$ cat src/adc_frame_pkg.sv
// Package with timing constants, phases and codes for the converter frame control.
package adc_frame_pkg;

	// Clock rate in kHz and period in ns.
	localparam int unsigned REF_CLK_KHZ = 20000;
	localparam int unsigned REF_CLK_NS = 50;

	// Sample word width and abort marker code.
	localparam int unsigned DATA_W = 14;
	localparam logic [13:0] ABORT_CODE = 14'h3f80;
	localparam logic [13:0] RESULT_RESET = 14'h0000;

	// Serial clock edge numbers that mark the frame phases.
	localparam logic [4:0] LAST_DATA_EDGE = 5'h0e;
	localparam logic [4:0] NAP_EXIT_EDGE = 5'h08;
	localparam logic [4:0] SAMPLE_EDGE = 5'h09;
	localparam logic [4:0] CONVERT_EDGE = 5'h10;

	// Initialisation conversions to discard.
	localparam logic [2:0] INIT_CONVERSIONS = 3'h4;

	// Conversion time and its cycle count, rounded down as a longest time.
	localparam int unsigned CONV_TIME_NS = 365;
	localparam int unsigned CONV_CYCLES_RAW = CONV_TIME_NS / REF_CLK_NS;
	localparam logic [3:0] CONV_CYCLES = 4'(CONV_CYCLES_RAW < 1 ? 1 : CONV_CYCLES_RAW);

	// Reset window maximum (ns) and power-down threshold (ns).
	localparam int unsigned RESET_WINDOW_TIME_NS = 6140;
	localparam int unsigned POWERDOWN_TIME_NS = 7200;
	localparam int unsigned RESET_WINDOW_CYCLES = RESET_WINDOW_TIME_NS / REF_CLK_NS;
	localparam int unsigned POWERDOWN_CYCLES = (POWERDOWN_TIME_NS + REF_CLK_NS - 1) / REF_CLK_NS;
	localparam logic [7:0] RESET_WINDOW_CNT = 8'(RESET_WINDOW_CYCLES);
	localparam logic [7:0] POWERDOWN_CNT = 8'(POWERDOWN_CYCLES);

	// Output release delay after the power-down pin falls.
	localparam int unsigned RESET_TO_OUTPUT_RELEASE_DELAY_NS = 10;

	// Sample abort delay after the ninth rising edge, in cycles (least time, rounded up).
	localparam int unsigned SAMPLE_ABORT_DELAY_NS = 5;
	localparam logic [1:0] SAMPLE_ABORT_CYCLES =
		2'((SAMPLE_ABORT_DELAY_NS + REF_CLK_NS - 1) / REF_CLK_NS);

	// Frame phases.
	typedef enum logic [4:0] {
		PH_IDLE = 5'b00001,
		PH_DATA = 5'b00010,
		PH_SAMPLE = 5'b00100,
		PH_CONVERT = 5'b01000,
		PH_POWER = 5'b10000
	} phase_e;

	// Result FIFO depth.
	localparam int unsigned FIFO_DEPTH = 16;

endpackage

$ cat src/adc_frame_abort_reset_ctrl.sv
// Frame sequencing, abort handling and power-down/reset control with a result FIFO.
`timescale 1ns/1ps


// =====================================================================
// Result FIFO
module adc_result_fifo #(
	parameter int unsigned WIDTH = 14,
	parameter int unsigned DEPTH = 16
) (
	// Clock and reset.
	input wire logic ref_clk,
	input wire logic resetn,
	// Fill side.
	input wire logic inValid,
	output logic inReady,
	input wire logic [WIDTH-1:0] inData,
	// Drain side.
	output logic outValid,
	input wire logic outReady,
	output logic [WIDTH-1:0] outData
);
	localparam int unsigned AW = $clog2(DEPTH);
	logic [WIDTH-1:0] mem [DEPTH];
	logic [AW-1:0] wrPtr;
	logic [AW-1:0] rdPtr;
	logic [AW:0] count;
	logic push;
	logic pop;

	// Full and empty come straight from the occupancy count.
	assign inReady = (count != (AW+1)'(DEPTH));
	assign outValid = (count != '0);
	assign outData = mem[rdPtr];
	assign push = inValid && inReady;
	assign pop = outValid && outReady;

	// Storage writes.
	always_ff @(posedge ref_clk) begin
		if (push) begin
			mem[wrPtr] <= inData;
		end
	end

	// Pointers and occupancy.
	always_ff @(posedge ref_clk) begin
		if (!resetn) begin
			wrPtr <= '0;
			rdPtr <= '0;
			count <= '0;
		end else begin
			if (push) begin
				wrPtr <= wrPtr + 1'b1;
			end
			if (pop) begin
				rdPtr <= rdPtr + 1'b1;
			end
			count <= count + (AW+1)'(push) - (AW+1)'(pop);
		end
	end
endmodule

// =====================================================================
// Frame control
module adc_frame_abort_reset_ctrl (
	// Clock and logic reset.
	input wire logic ref_clk,
	input wire logic resetn,
	// Device power-down/reset pin, active low.
	input wire logic powerdown_reset_n,
	// Host serial interface pins.
	input wire logic sclk,
	input wire logic cs_n,
	input wire logic frame_sync,
	output logic sdo,
	output logic sdoEn,
	output logic busy,
	// Conversion result source.
	input wire logic resultValid,
	output logic resultReady,
	input wire logic [13:0] resultData,
	// Status.
	output logic inResetPhase,
	output logic poweredDown,
	output logic napping,
	output logic initPending
);
	adc_frame_pkg::phase_e phase;
	logic sclkQ;
	logic csQ;
	logic fsQ;
	logic [4:0] riseCnt;
	logic [4:0] fallCnt;
	logic [13:0] shiftReg;
	logic [13:0] lastResult;
	logic abortFlag;
	logic [3:0] convCnt;
	logic [7:0] lowCnt;
	logic [2:0] initCnt;
	logic [1:0] sampleAge;
	logic sclkRise;
	logic sclkFall;
	logic csRise;
	logic csFall;
	logic fsRise;
	logic dspMode;
	logic frameStart;
	logic frameEndEdge;
	logic convDone;
	logic fifoOutValid;
	logic [13:0] fifoOutData;
	logic shiftOn;

	// Edge detection of the host pins, taken as synchronous inputs.
	// Every history bit resets to its pin's idle level, so no false edge appears after reset.
	always_ff @(posedge ref_clk) begin
		if (!resetn) begin
			sclkQ <= 1'b1;
			csQ <= 1'b1;
			fsQ <= 1'b1;
		end else begin
			sclkQ <= sclk;
			csQ <= cs_n;
			fsQ <= frame_sync;
		end
	end

	assign sclkRise = sclk && !sclkQ;
	assign sclkFall = !sclk && sclkQ;
	assign csRise = cs_n && !csQ;
	assign csFall = !cs_n && csQ;
	assign fsRise = frame_sync && !fsQ;
	// Sync-serial mode is inferred whenever frame sync is low; four-wire keeps it high.
	assign dspMode = !frame_sync || fsRise;
	assign frameStart = dspMode ? (fsRise && !cs_n) : csFall;
	// Rising edge of chip select, or of frame sync in sync-serial mode, ends a frame early.
	assign frameEndEdge = csRise || (fsRise && phase != adc_frame_pkg::PH_CONVERT);
	assign convDone = (phase == adc_frame_pkg::PH_CONVERT) && (convCnt == adc_frame_pkg::CONV_CYCLES);

	// Result FIFO keeps completed conversions until a frame reads them.
	adc_result_fifo #(
		.WIDTH(adc_frame_pkg::DATA_W),
		.DEPTH(adc_frame_pkg::FIFO_DEPTH)
	) resultFifo (
		.ref_clk(ref_clk),
		.resetn(resetn),
		.inValid(resultValid && convDone),
		.inReady(resultReady),
		.inData(resultData),
		.outValid(fifoOutValid),
		.outReady(frameStart && phase != adc_frame_pkg::PH_POWER),
		.outData(fifoOutData)
	);

	// Pin low time, used to tell a reset pulse from a power-down request.
	always_ff @(posedge ref_clk) begin
		if (!resetn || powerdown_reset_n) begin
			lowCnt <= '0;
		end else if (lowCnt != adc_frame_pkg::POWERDOWN_CNT) begin
			lowCnt <= lowCnt + 8'h01;
		end
	end

	assign inResetPhase = !powerdown_reset_n && (lowCnt <= adc_frame_pkg::RESET_WINDOW_CNT);
	assign poweredDown = !powerdown_reset_n && (lowCnt == adc_frame_pkg::POWERDOWN_CNT);

	// Frame phase sequencing.
	always_ff @(posedge ref_clk) begin
		if (!resetn) begin
			phase <= adc_frame_pkg::PH_IDLE;
		end else if (!powerdown_reset_n) begin
			phase <= adc_frame_pkg::PH_POWER;
		end else begin
			case (phase)
				adc_frame_pkg::PH_POWER: begin
					phase <= adc_frame_pkg::PH_IDLE;
				end
				adc_frame_pkg::PH_IDLE: begin
					if (frameStart) begin
						phase <= adc_frame_pkg::PH_DATA;
					end
				end
				adc_frame_pkg::PH_DATA: begin
					if (frameEndEdge) begin
						phase <= adc_frame_pkg::PH_IDLE;
					end else if (sclkRise && riseCnt + 5'h01 == adc_frame_pkg::SAMPLE_EDGE) begin
						phase <= adc_frame_pkg::PH_SAMPLE;
					end
				end
				adc_frame_pkg::PH_SAMPLE: begin
					if (frameEndEdge && sampleAge >= adc_frame_pkg::SAMPLE_ABORT_CYCLES) begin
						phase <= adc_frame_pkg::PH_CONVERT;
					end else if (sclkFall && fallCnt + 5'h01 == adc_frame_pkg::CONVERT_EDGE) begin
						phase <= adc_frame_pkg::PH_CONVERT;
					end
				end
				adc_frame_pkg::PH_CONVERT: begin
					if (frameStart) begin
						phase <= adc_frame_pkg::PH_DATA;
					end else if (convDone) begin
						phase <= adc_frame_pkg::PH_IDLE;
					end
				end
				default: begin
					phase <= adc_frame_pkg::PH_IDLE;
				end
			endcase
		end
	end

	// Serial clock edge counters, cleared at every frame start.
	always_ff @(posedge ref_clk) begin
		if (!resetn || frameStart) begin
			riseCnt <= '0;
			fallCnt <= '0;
		end else begin
			if (sclkRise && riseCnt != 5'h1f) begin
				riseCnt <= riseCnt + 5'h01;
			end
			if (sclkFall && fallCnt != 5'h1f) begin
				fallCnt <= fallCnt + 5'h01;
			end
		end
	end

	// Cycles since sampling began, so an edge too close to the 9th rise is not a sample abort.
	always_ff @(posedge ref_clk) begin
		if (!resetn || phase != adc_frame_pkg::PH_SAMPLE) begin
			sampleAge <= '0;
		end else if (sampleAge != 2'h3) begin
			sampleAge <= sampleAge + 2'h1;
		end
	end

	// Internal conversion timer; a counted conversion is the only source of busy.
	always_ff @(posedge ref_clk) begin
		if (!resetn || phase != adc_frame_pkg::PH_CONVERT) begin
			convCnt <= '0;
		end else if (convCnt != adc_frame_pkg::CONV_CYCLES) begin
			convCnt <= convCnt + 4'h1;
		end
	end

	// Busy while converting.
	always_ff @(posedge ref_clk) begin
		if (!resetn) begin
			busy <= 1'b0;
		end else begin
			busy <= powerdown_reset_n && phase == adc_frame_pkg::PH_CONVERT && !convDone && !frameStart;
		end
	end

	// Last good result and abort marker; an abort wins over a completion in the same cycle.
	always_ff @(posedge ref_clk) begin
		if (!resetn) begin
			lastResult <= adc_frame_pkg::RESULT_RESET;
			abortFlag <= 1'b0;
		end else begin
			// A frame that aborts a conversion shows the code itself, so only a power-down cut sets the flag.
			if (phase == adc_frame_pkg::PH_CONVERT && !powerdown_reset_n) begin
				abortFlag <= 1'b1;
			end else if (frameStart) begin
				abortFlag <= 1'b0;
			end
			if (frameStart && fifoOutValid) begin
				lastResult <= fifoOutData;
			end
		end
	end

	// Initialisation conversions counted after reset or power-up.
	always_ff @(posedge ref_clk) begin
		if (!resetn || !powerdown_reset_n) begin
			initCnt <= '0;
		end else if (convDone && initCnt != adc_frame_pkg::INIT_CONVERSIONS) begin
			initCnt <= initCnt + 3'h1;
		end
	end

	assign initPending = initCnt != adc_frame_pkg::INIT_CONVERSIONS;
	assign napping = phase == adc_frame_pkg::PH_IDLE ||
		(phase == adc_frame_pkg::PH_DATA && riseCnt < adc_frame_pkg::NAP_EXIT_EDGE);

	// Shift register: MSB at frame start, next bit on each rise up to the 14th.
	always_ff @(posedge ref_clk) begin
		if (!resetn) begin
			shiftReg <= '0;
			shiftOn <= 1'b0;
		end else if (!powerdown_reset_n) begin
			shiftOn <= 1'b0;
		end else if (frameStart) begin
			shiftOn <= 1'b1;
			if (abortFlag || phase == adc_frame_pkg::PH_CONVERT) begin
				shiftReg <= adc_frame_pkg::ABORT_CODE;
			end else begin
				shiftReg <= fifoOutValid ? fifoOutData : lastResult;
			end
		end else if (frameEndEdge) begin
			shiftOn <= 1'b0;
		end else if (sclkRise && shiftOn) begin
			shiftReg <= {shiftReg[12:0], 1'b0};
			if (riseCnt + 5'h01 >= adc_frame_pkg::LAST_DATA_EDGE) begin
				shiftOn <= 1'b0;
			end
		end
	end

	// Output pin drive; released whenever chip select is high or the device is held in reset.
	always_ff @(posedge ref_clk) begin
		if (!resetn) begin
			sdo <= 1'b0;
			sdoEn <= 1'b0;
		end else begin
			sdo <= shiftReg[13];
			sdoEn <= powerdown_reset_n && !cs_n && shiftOn;
		end
	end
endmodule

$ cat config.mk
export PLATFORM = sky130hd
export DESIGN_NAME = adc_frame_abort_reset_ctrl
export DESIGN_NICKNAME = d
export VERILOG_FILES = /design/src/adc_frame_pkg.sv /design/src/adc_frame_abort_reset_ctrl.sv
export SDC_FILE = /design/constraint.sdc
export NUM_CORES = 1
export LEC_CHECK = 0
export BUFFER_PORTS_ARGS = -buffer_cell sky130_fd_sc_hd__buf_2
export CAP_MARGIN = 0
export CORE_MARGIN = 2
export CORE_UTILIZATION = 55
export CTS_CLUSTER_DIAMETER = 50
export CTS_CLUSTER_SIZE = 16
export DETAILED_ROUTE_END_ITERATION = 12
export PLACE_DENSITY = 0.71
export SYNTH_ARGS = -nofsm -noshare
export SYNTH_HDL_FRONTEND = slang
export SYNTH_SLANG_ARGS = --single-unit
$ cat constraint.sdc
create_clock -name ref_clk -period 2.7 [get_ports ref_clk]
set_input_delay 0.54 -clock ref_clk [delete_from_list [all_inputs] [get_ports ref_clk]]
set_output_delay 0.54 -clock ref_clk [all_outputs]
set_load 0.005 [all_outputs]
==> flow_summary.json, run 1 <==
{
  "status": "finished, final reports clean",
  "coreArea_um2": 22570,
  "drc": 0,
  "finalHoldViolCount": 0,
  "worstMarginPinSlew_ps": 767.9,
  "synthTopCellsByArea": "edfxtp_1 53%, dfxtp_1 13%, mux4_2 10%, ha_1 2.5%, nor2_1 2.4%",
  "drtIter0Drc": 545,
  "critPathCaptureType": "flip-flop",
  "crit_fanout": 2,
  "diodes": 0,
  "clk_latency_ps": 560,
  "first_pass_iters": 5,
  "max_freq_ghz": 0.3759,
  "cp.required_ps": 3170,
  "synth_top_cell_area_share": 0.5330,
  "worstReg2RegStart": "phase[1]",
  "leakage_nw": 4.808,
  "stdcell_area_um2": 14480,
  "routed_via_density": 5.948,
  "routed_wl_um": 25230,
  "crit_arrival_ps": 3130,
  "grt_pass1_vias": 7336,
  "ys_seq_elements": 309,
  "io_buffer_count": 28,
  "synth-edff-count": 224,
  "cts.root.buffer_cell": "clkbuf_16",
  "cts.sinks": 309,
  "area_delta_synth_final_pct": 14.74,
  "num-nets-final": 946,
  "finalWorstSetupSlack_ps": 39.66,
  "grt_use_met1": 0.2831,
  "start_util": 0.5591,
  "cts_tree": "done",
  "grt_max_degree": 26,
  "yosysTopAreaCell": "edfxtp_1",
  "ys.flop_type": "edfxtp_1",
  "postSynthAreaPerCell_um2": 15.20,
  "startpoint": "phase[1]",
  "period_share": 0.9853,
  "ios": 29,
  "startpoint_type": "flip-flop",
  "relSlewSlack": 0.4870,
  "power_mw": 10.36,
  "grt.met3_usage": 0.02813,
  "vias": 7150,
  "grt_pass1_wl_um": 39980,
  "place_area_um2": 13450,
  "slew_violations": 0,
  "grt_antenna_before_repair": 0,
  "crit_type": "flip-flop to flip-flop",
  "yosys_warnings": 0,
  "rows": 55,
  "dpl_worst_slack_ps": -189.4,
  "worst_ir_drop_vdd_v": 0.0007247,
  "grt_overflow_total": 0,
  "synth_seq_area_share": 0.6679,
  "finalSetupViolCount": 0,
  "cts_hold_buf": 0,
  "grtUsageMet2": 0.3850,
  "busiest_layer": "met2",
  "fp.dieW_um": 155.5,
  "rsz0062_at_grt": "true",
  "hold_start": "frame_sync",
  "async_flop_share": 0,
  "n_fill_cell": 1583,
  "drv_cap": 0,
  "syn_nets": 877,
  "final_cell_mix": "224 x edfxtp_1, 81 x dfxtp_1, 79 x nor2_1",
  "powerDensity_nw_per_um2": 715.5,
  "die_area_um2": 24170,
  "fin_crit_ps": 2660,
  "drt-wirelength-per-cell_um": 20.99,
  "place.gp.congestion": 0.8276,
  "htreeDepth": 1,
  "synth_cell_types": 69,
  "syn-cell-area_um2": 12620,
  "layout_commonest_cell": "edfxtp_1",
  "fin_skew_ps": 13.82,
  "cts.clk_slew.worst_paths_ps": 60,
  "cts.path.max_buffers": 3,
  "postSynthCellCount": 830,
  "ant_nets": 0,
  "drive_gt1_frac": 0.2399,
  "hold_path_class": "input pin to flip-flop",
  "hpwl_um": 16810,
  "die_h_um": 155.5,
  "cts_buffers": 29,
  "grt_util_all_layers": 0.2149
}
[critical path, cell delays in order (launching register included)]
cell and delay (ps):
dfxtp_2 320, or3_4 370, or3b_4 380, and2_4 180
nand2b_4 80, nand2_4 50, ha_4 160, fa_2 350
a21oi_2 160, nor2_2 50, or3_4 360, a21oi_2 130
[registers in the layout, summed over array words and instances (netlist names), named ones only]
name / flops
resultFifo.wrPtr: 4
resultFifo.count: 5
lastResult: 14
resultFifo.mem: 224
sclkQ: 1
convCnt: 4
fsQ: 1
initCnt: 3
sampleAge: 2
abortFlag: 1
shiftReg: 14
csQ: 1
shiftOn: 1
sdo: 1
lowCnt: 8
busy: 1
sdoEn: 1
phase: 5
riseCnt: 5
resultFifo.rdPtr: 4
fallCnt: 5
[cell usage after synthesis (2+ instances only)]
master      n
a21oi_1    30
a21oi_2     4
a221oi_1    5
a22o_1      6
a31oi_1     3
and2_1      7
and3_1      3
buf_1       3
buf_2       4
buf_4       5
buf_6       6
clkbuf_1   13
dfxtp_1    85
edfxtp_1  224
ha_1       25
inv_1      20
mux2i_1    22
mux4_2     56
nand2_1    51
nand2b_1    9
nand3_1    15
nand3b_1    3
nand4_1     4
nor2_1     80
nor2b_1     3
nor3_1     22
nor3b_1     3
o21ai_0    34
o21ai_1     8
o21ai_2     2
o221a_2     2
o22ai_1     8
or3_1       4
xnor2_1    14
xor2_1     13
[path summary, 6_finish.rpt]
check,end,slack [ps],cells past startpoint
max,resultFifo.count[4],40,11
min,fsQ,240,2
max reg2reg,resultFifo.count[4],40,11
min reg2reg,abortFlag,460,2
[power by group]
part | internal (mW) | leakage (nW) | switching (mW)
combinational | 0.557 | 1.65 | 0.594
clock | 2.25 | 0.457 | 1.72
sequential | 5.16 | 2.71 | 0.0824
[metal layers]
metal  wire length, um  vias to the layer above
li1                  -                     3289
met1             10130                     3588
met2             13170                      236
met3              1478                       37
met4               450                        0
met5                 0                        -
[timing repair]
| action | in CTS | in global routing |
|---|---|---|
| setup buffers | 5 | 2 |
| gates resized for setup | 8 | 5 |
| setup endpoints to repair | 1 | 2 |
| pin swaps | 6 | 7 |
| endpoints found under the hold margin | 0 | 0 |
[metrics by stage]
stage	cells	hold WS (ps)	TNS, ps	util
2_1_floorplan	830	424.2	0	-
3_3_place_gp	1146	441.4	-50.04	0.5958
3_5_place_dp	1146	448.2	-189.4	0.5958
4_1_cts	1200	215.0	0	0.6401
5_1_grt	1202	222.3	-33.78	0.6415
6_report	1202	242.5	0	0.6415
[cell type report]
class	instances	area (um^2)	share of cell area
clock buffers	35	772.0	0.05331
clock inverters	14	160.2	0.01106
inverters	20	75.07	0.005184
multi-input cells	467	3973	0.2743
flip-flops and latches	309	8436	0.5826
well taps	285	356.6	0.02463
repair buffers	72	708.2	0.04891
[kinds of logic (layout without fill, tap and decap cells)]
| family | after synthesis | count (layout) | synth area share |
|---|---|---|---|
| buffers and inverters | 54 | 141 | 0.02389 |
| adder cells (fa/ha/maj) | 26 | 26 | 0.02637 |
| XOR/XNOR | 27 | 27 | 0.01874 |
| flip-flops | 309 | 309 | 0.6679 |
| multiplexers | 79 | 79 | 0.1183 |
| AO/OA/AOI/OAI | 111 | 111 | 0.05651 |
| AND/OR/NAND/NOR | 224 | 224 | 0.08834 |
Note: power is estimated with default switching activity, not from simulation.
==> run 2, diff against run 1 <==
Settings changed: CELL_PAD_IN_SITES_DETAIL_PLACEMENT from default to 0, CELL_PAD_IN_SITES_GLOBAL_PLACEMENT from default to 1, CORE_UTILIZATION 55 to 48, PLACE_DENSITY 0.71 to 0.73.
==> flow_summary.json, run 2 (synthesized netlist as in run 1, its figures left out) <==
{
  "status": "finished, final reports clean",
  "cts.root.buffer_cell": "clkbuf_16",
  "fp.dieW_um": 166.1,
  "layout_commonest_cell": "edfxtp_1",
  "num-nets-final": 946,
  "crit_slowest_cell": "or3_4",
  "grtUsageMet2": 0.3264,
  "p_clk_frac": 0.394,
  "power_switching_mw": 2.505,
  "power_mw": 10.48,
  "hpwl_um": 16550,
  "regMostFlops": "resultFifo.mem",
  "io_buffer_count": 28,
  "startpoint_type": "flip-flop",
  "first_pass_iters": 5,
  "area_delta_synth_final_pct": 15.25,
  "crit_fanout": 3,
  "finalWorstSetupSlack_ps": 29.03,
  "r2r_cells": 11,
  "slowest_delay_ps": 380,
  "hold-worst-slack_ps": 221.3,
  "start_util": 0.4870,
  "place_area_um2": 13520,
  "worst_ir_drop_vdd_v": 0.0005784,
  "dp_cells": 1200,
  "final_core_util": 0.5613,
  "largestRegisters": "resultFifo.mem x224, lastResult x14, shiftReg x14",
  "r2r_slack_ps": 30,
  "powerDensity_nw_per_um2": 720.5,
  "path_common_cell": "a21oi_2",
  "hold_start": "sclk",
  "busiest_layer": "met2",
  "hold_path_class": "input pin to flip-flop",
  "final_cell_mix": "224 x edfxtp_1, 81 x dfxtp_1, 80 x nor2_1",
  "critPathCaptureType": "flip-flop",
  "fin_skew_ps": 19.47,
  "grt_pass1_wl_um": 39790,
  "rsz0062_at_grt": "true",
  "drtIter0Drc": 443,
  "period_share": 0.9892,
  "grt_use_met1": 0.2358,
  "diodes": 0,
  "htreeDepth": 1,
  "cts.clk_slew.worst_paths_ps": 60,
  "hold_end": "sclkQ",
  "largest_reg_flops": 224,
  "relSlewSlack": 0.4447,
  "rows": 59,
  "coreArea_um2": 25910,
  "p_int_mw": 7.974,
  "drv_cap": 0,
  "cts_buffers": 30,
  "path_delay_family": "simple AND/OR/NAND/NOR gates",
  "worstMarginPinSlew_ps": 831.2,
  "slew_violations": 0,
  "clk_latency_ps": 570,
  "crit_arrival_ps": 3170,
  "crit_type": "flip-flop to flip-flop",
  "drt-wirelength-per-cell_um": 20.04,
  "ant_nets": 0,
  "die_h_um": 166.1,
  "hold_depth": 2,
  "ios": 29,
  "path_buf_inv": 0,
  "cts.sinks": 309,
  "grt.met3_usage": 0.02908,
  "cts_tree": "done",
  "worstReg2RegStart": "phase[1]",
  "setup_tns_ps": 0,
  "fin_crit_ps": 2671,
  "place.gp.congestion": 0.7852,
  "grt_util_all_layers": 0.1830,
  "max_freq_ghz": 0.3744,
  "final_cells": 1254,
  "vias": 7000,
  "routed_via_density": 5.582,
  "routed_wl_um": 25130,
  "die_area_um2": 27600,
  "finalSetupViolCount": 0,
  "cts_hold_buf": 0,
  "r2r-end": "resultFifo.count[4]",
  "grt_pass1_vias": 7396,
  "drive_gt1_frac": 0.2361,
  "switching_share": 0.2390,
  "p_comb_frac": 0.106,
  "grt_overflow_total": 0,
  "stdcell_area_um2": 14540,
  "finalHoldViolCount": 0,
  "leakage_nw": 4.819,
  "grt_antenna_before_repair": 0,
  "grt_max_degree": 23,
  "cp.required_ps": 3200,
  "dpl_worst_slack_ps": -127.9,
  "pwr-share-seq": 0.499,
  "cts.path.max_buffers": 3,
  "path_cells": "or3_4 -> or3b_4 -> and2_4 -> nand2b_4 -> nand2_2 -> ha_2 -> fa_2 -> a21oi_2 -> nor2_1 -> or3_1 -> a21oi_2",
  "drc": 0
}
## run 2: power by group through the flow
| stage | Sequential, mW | Clock, mW | Combinational (mW) |
|---|---|---|---|
| 2_1_floorplan | 5.30 | 0 | 0.832 |
| 3_3_place_gp | 5.33 | 0 | 1.06 |
| 3_5_place_dp | 5.34 | 0 | 1.09 |
| 4_1_cts | 5.24 | 4.23 | 1.11 |
| 5_1_grt | 5.24 | 4.41 | 1.23 |
| 6_report | 5.23 | 4.13 | 1.11 |
## run 2: layout make-up
type	instances	area [um^2]
inverters	20	75.07
repair buffers	71	675.6
clock inverters	18	181.4
multi-input cells	467	3949
well taps	335	419.2
flip-flops and latches	309	8436
clock buffers	34	808.3
fillers	2024	11370
## run 2: worst max path at each step
stage	from	cells past startpoint	end	slack, ps
after global placement	cs_n	12	resultFifo.count[4]	-40
after detailed placement	cs_n	12	resultFifo.count[4]	-130
after floorplan	phase[1]	11	resultFifo.count[4]	30
after global routing	phase[1]	11	resultFifo.count[4]	-50
final	phase[1]	11	resultFifo.count[4]	30
after CTS	phase[1]	11	resultFifo.count[4]	0.2
## run 2: layer usage
layer	wire length (um)	part of all wire
met5	0	0
met4	535	0.021
met1	10550	0.42
met2	12780	0.51
met3	1259	0.050
## run 2: repair_timing
item,4_1_cts,5_1_grt
endpoints found under the setup margin,1,1
pin swaps,2,2
setup buffers,2,0
resized for setup,4,4
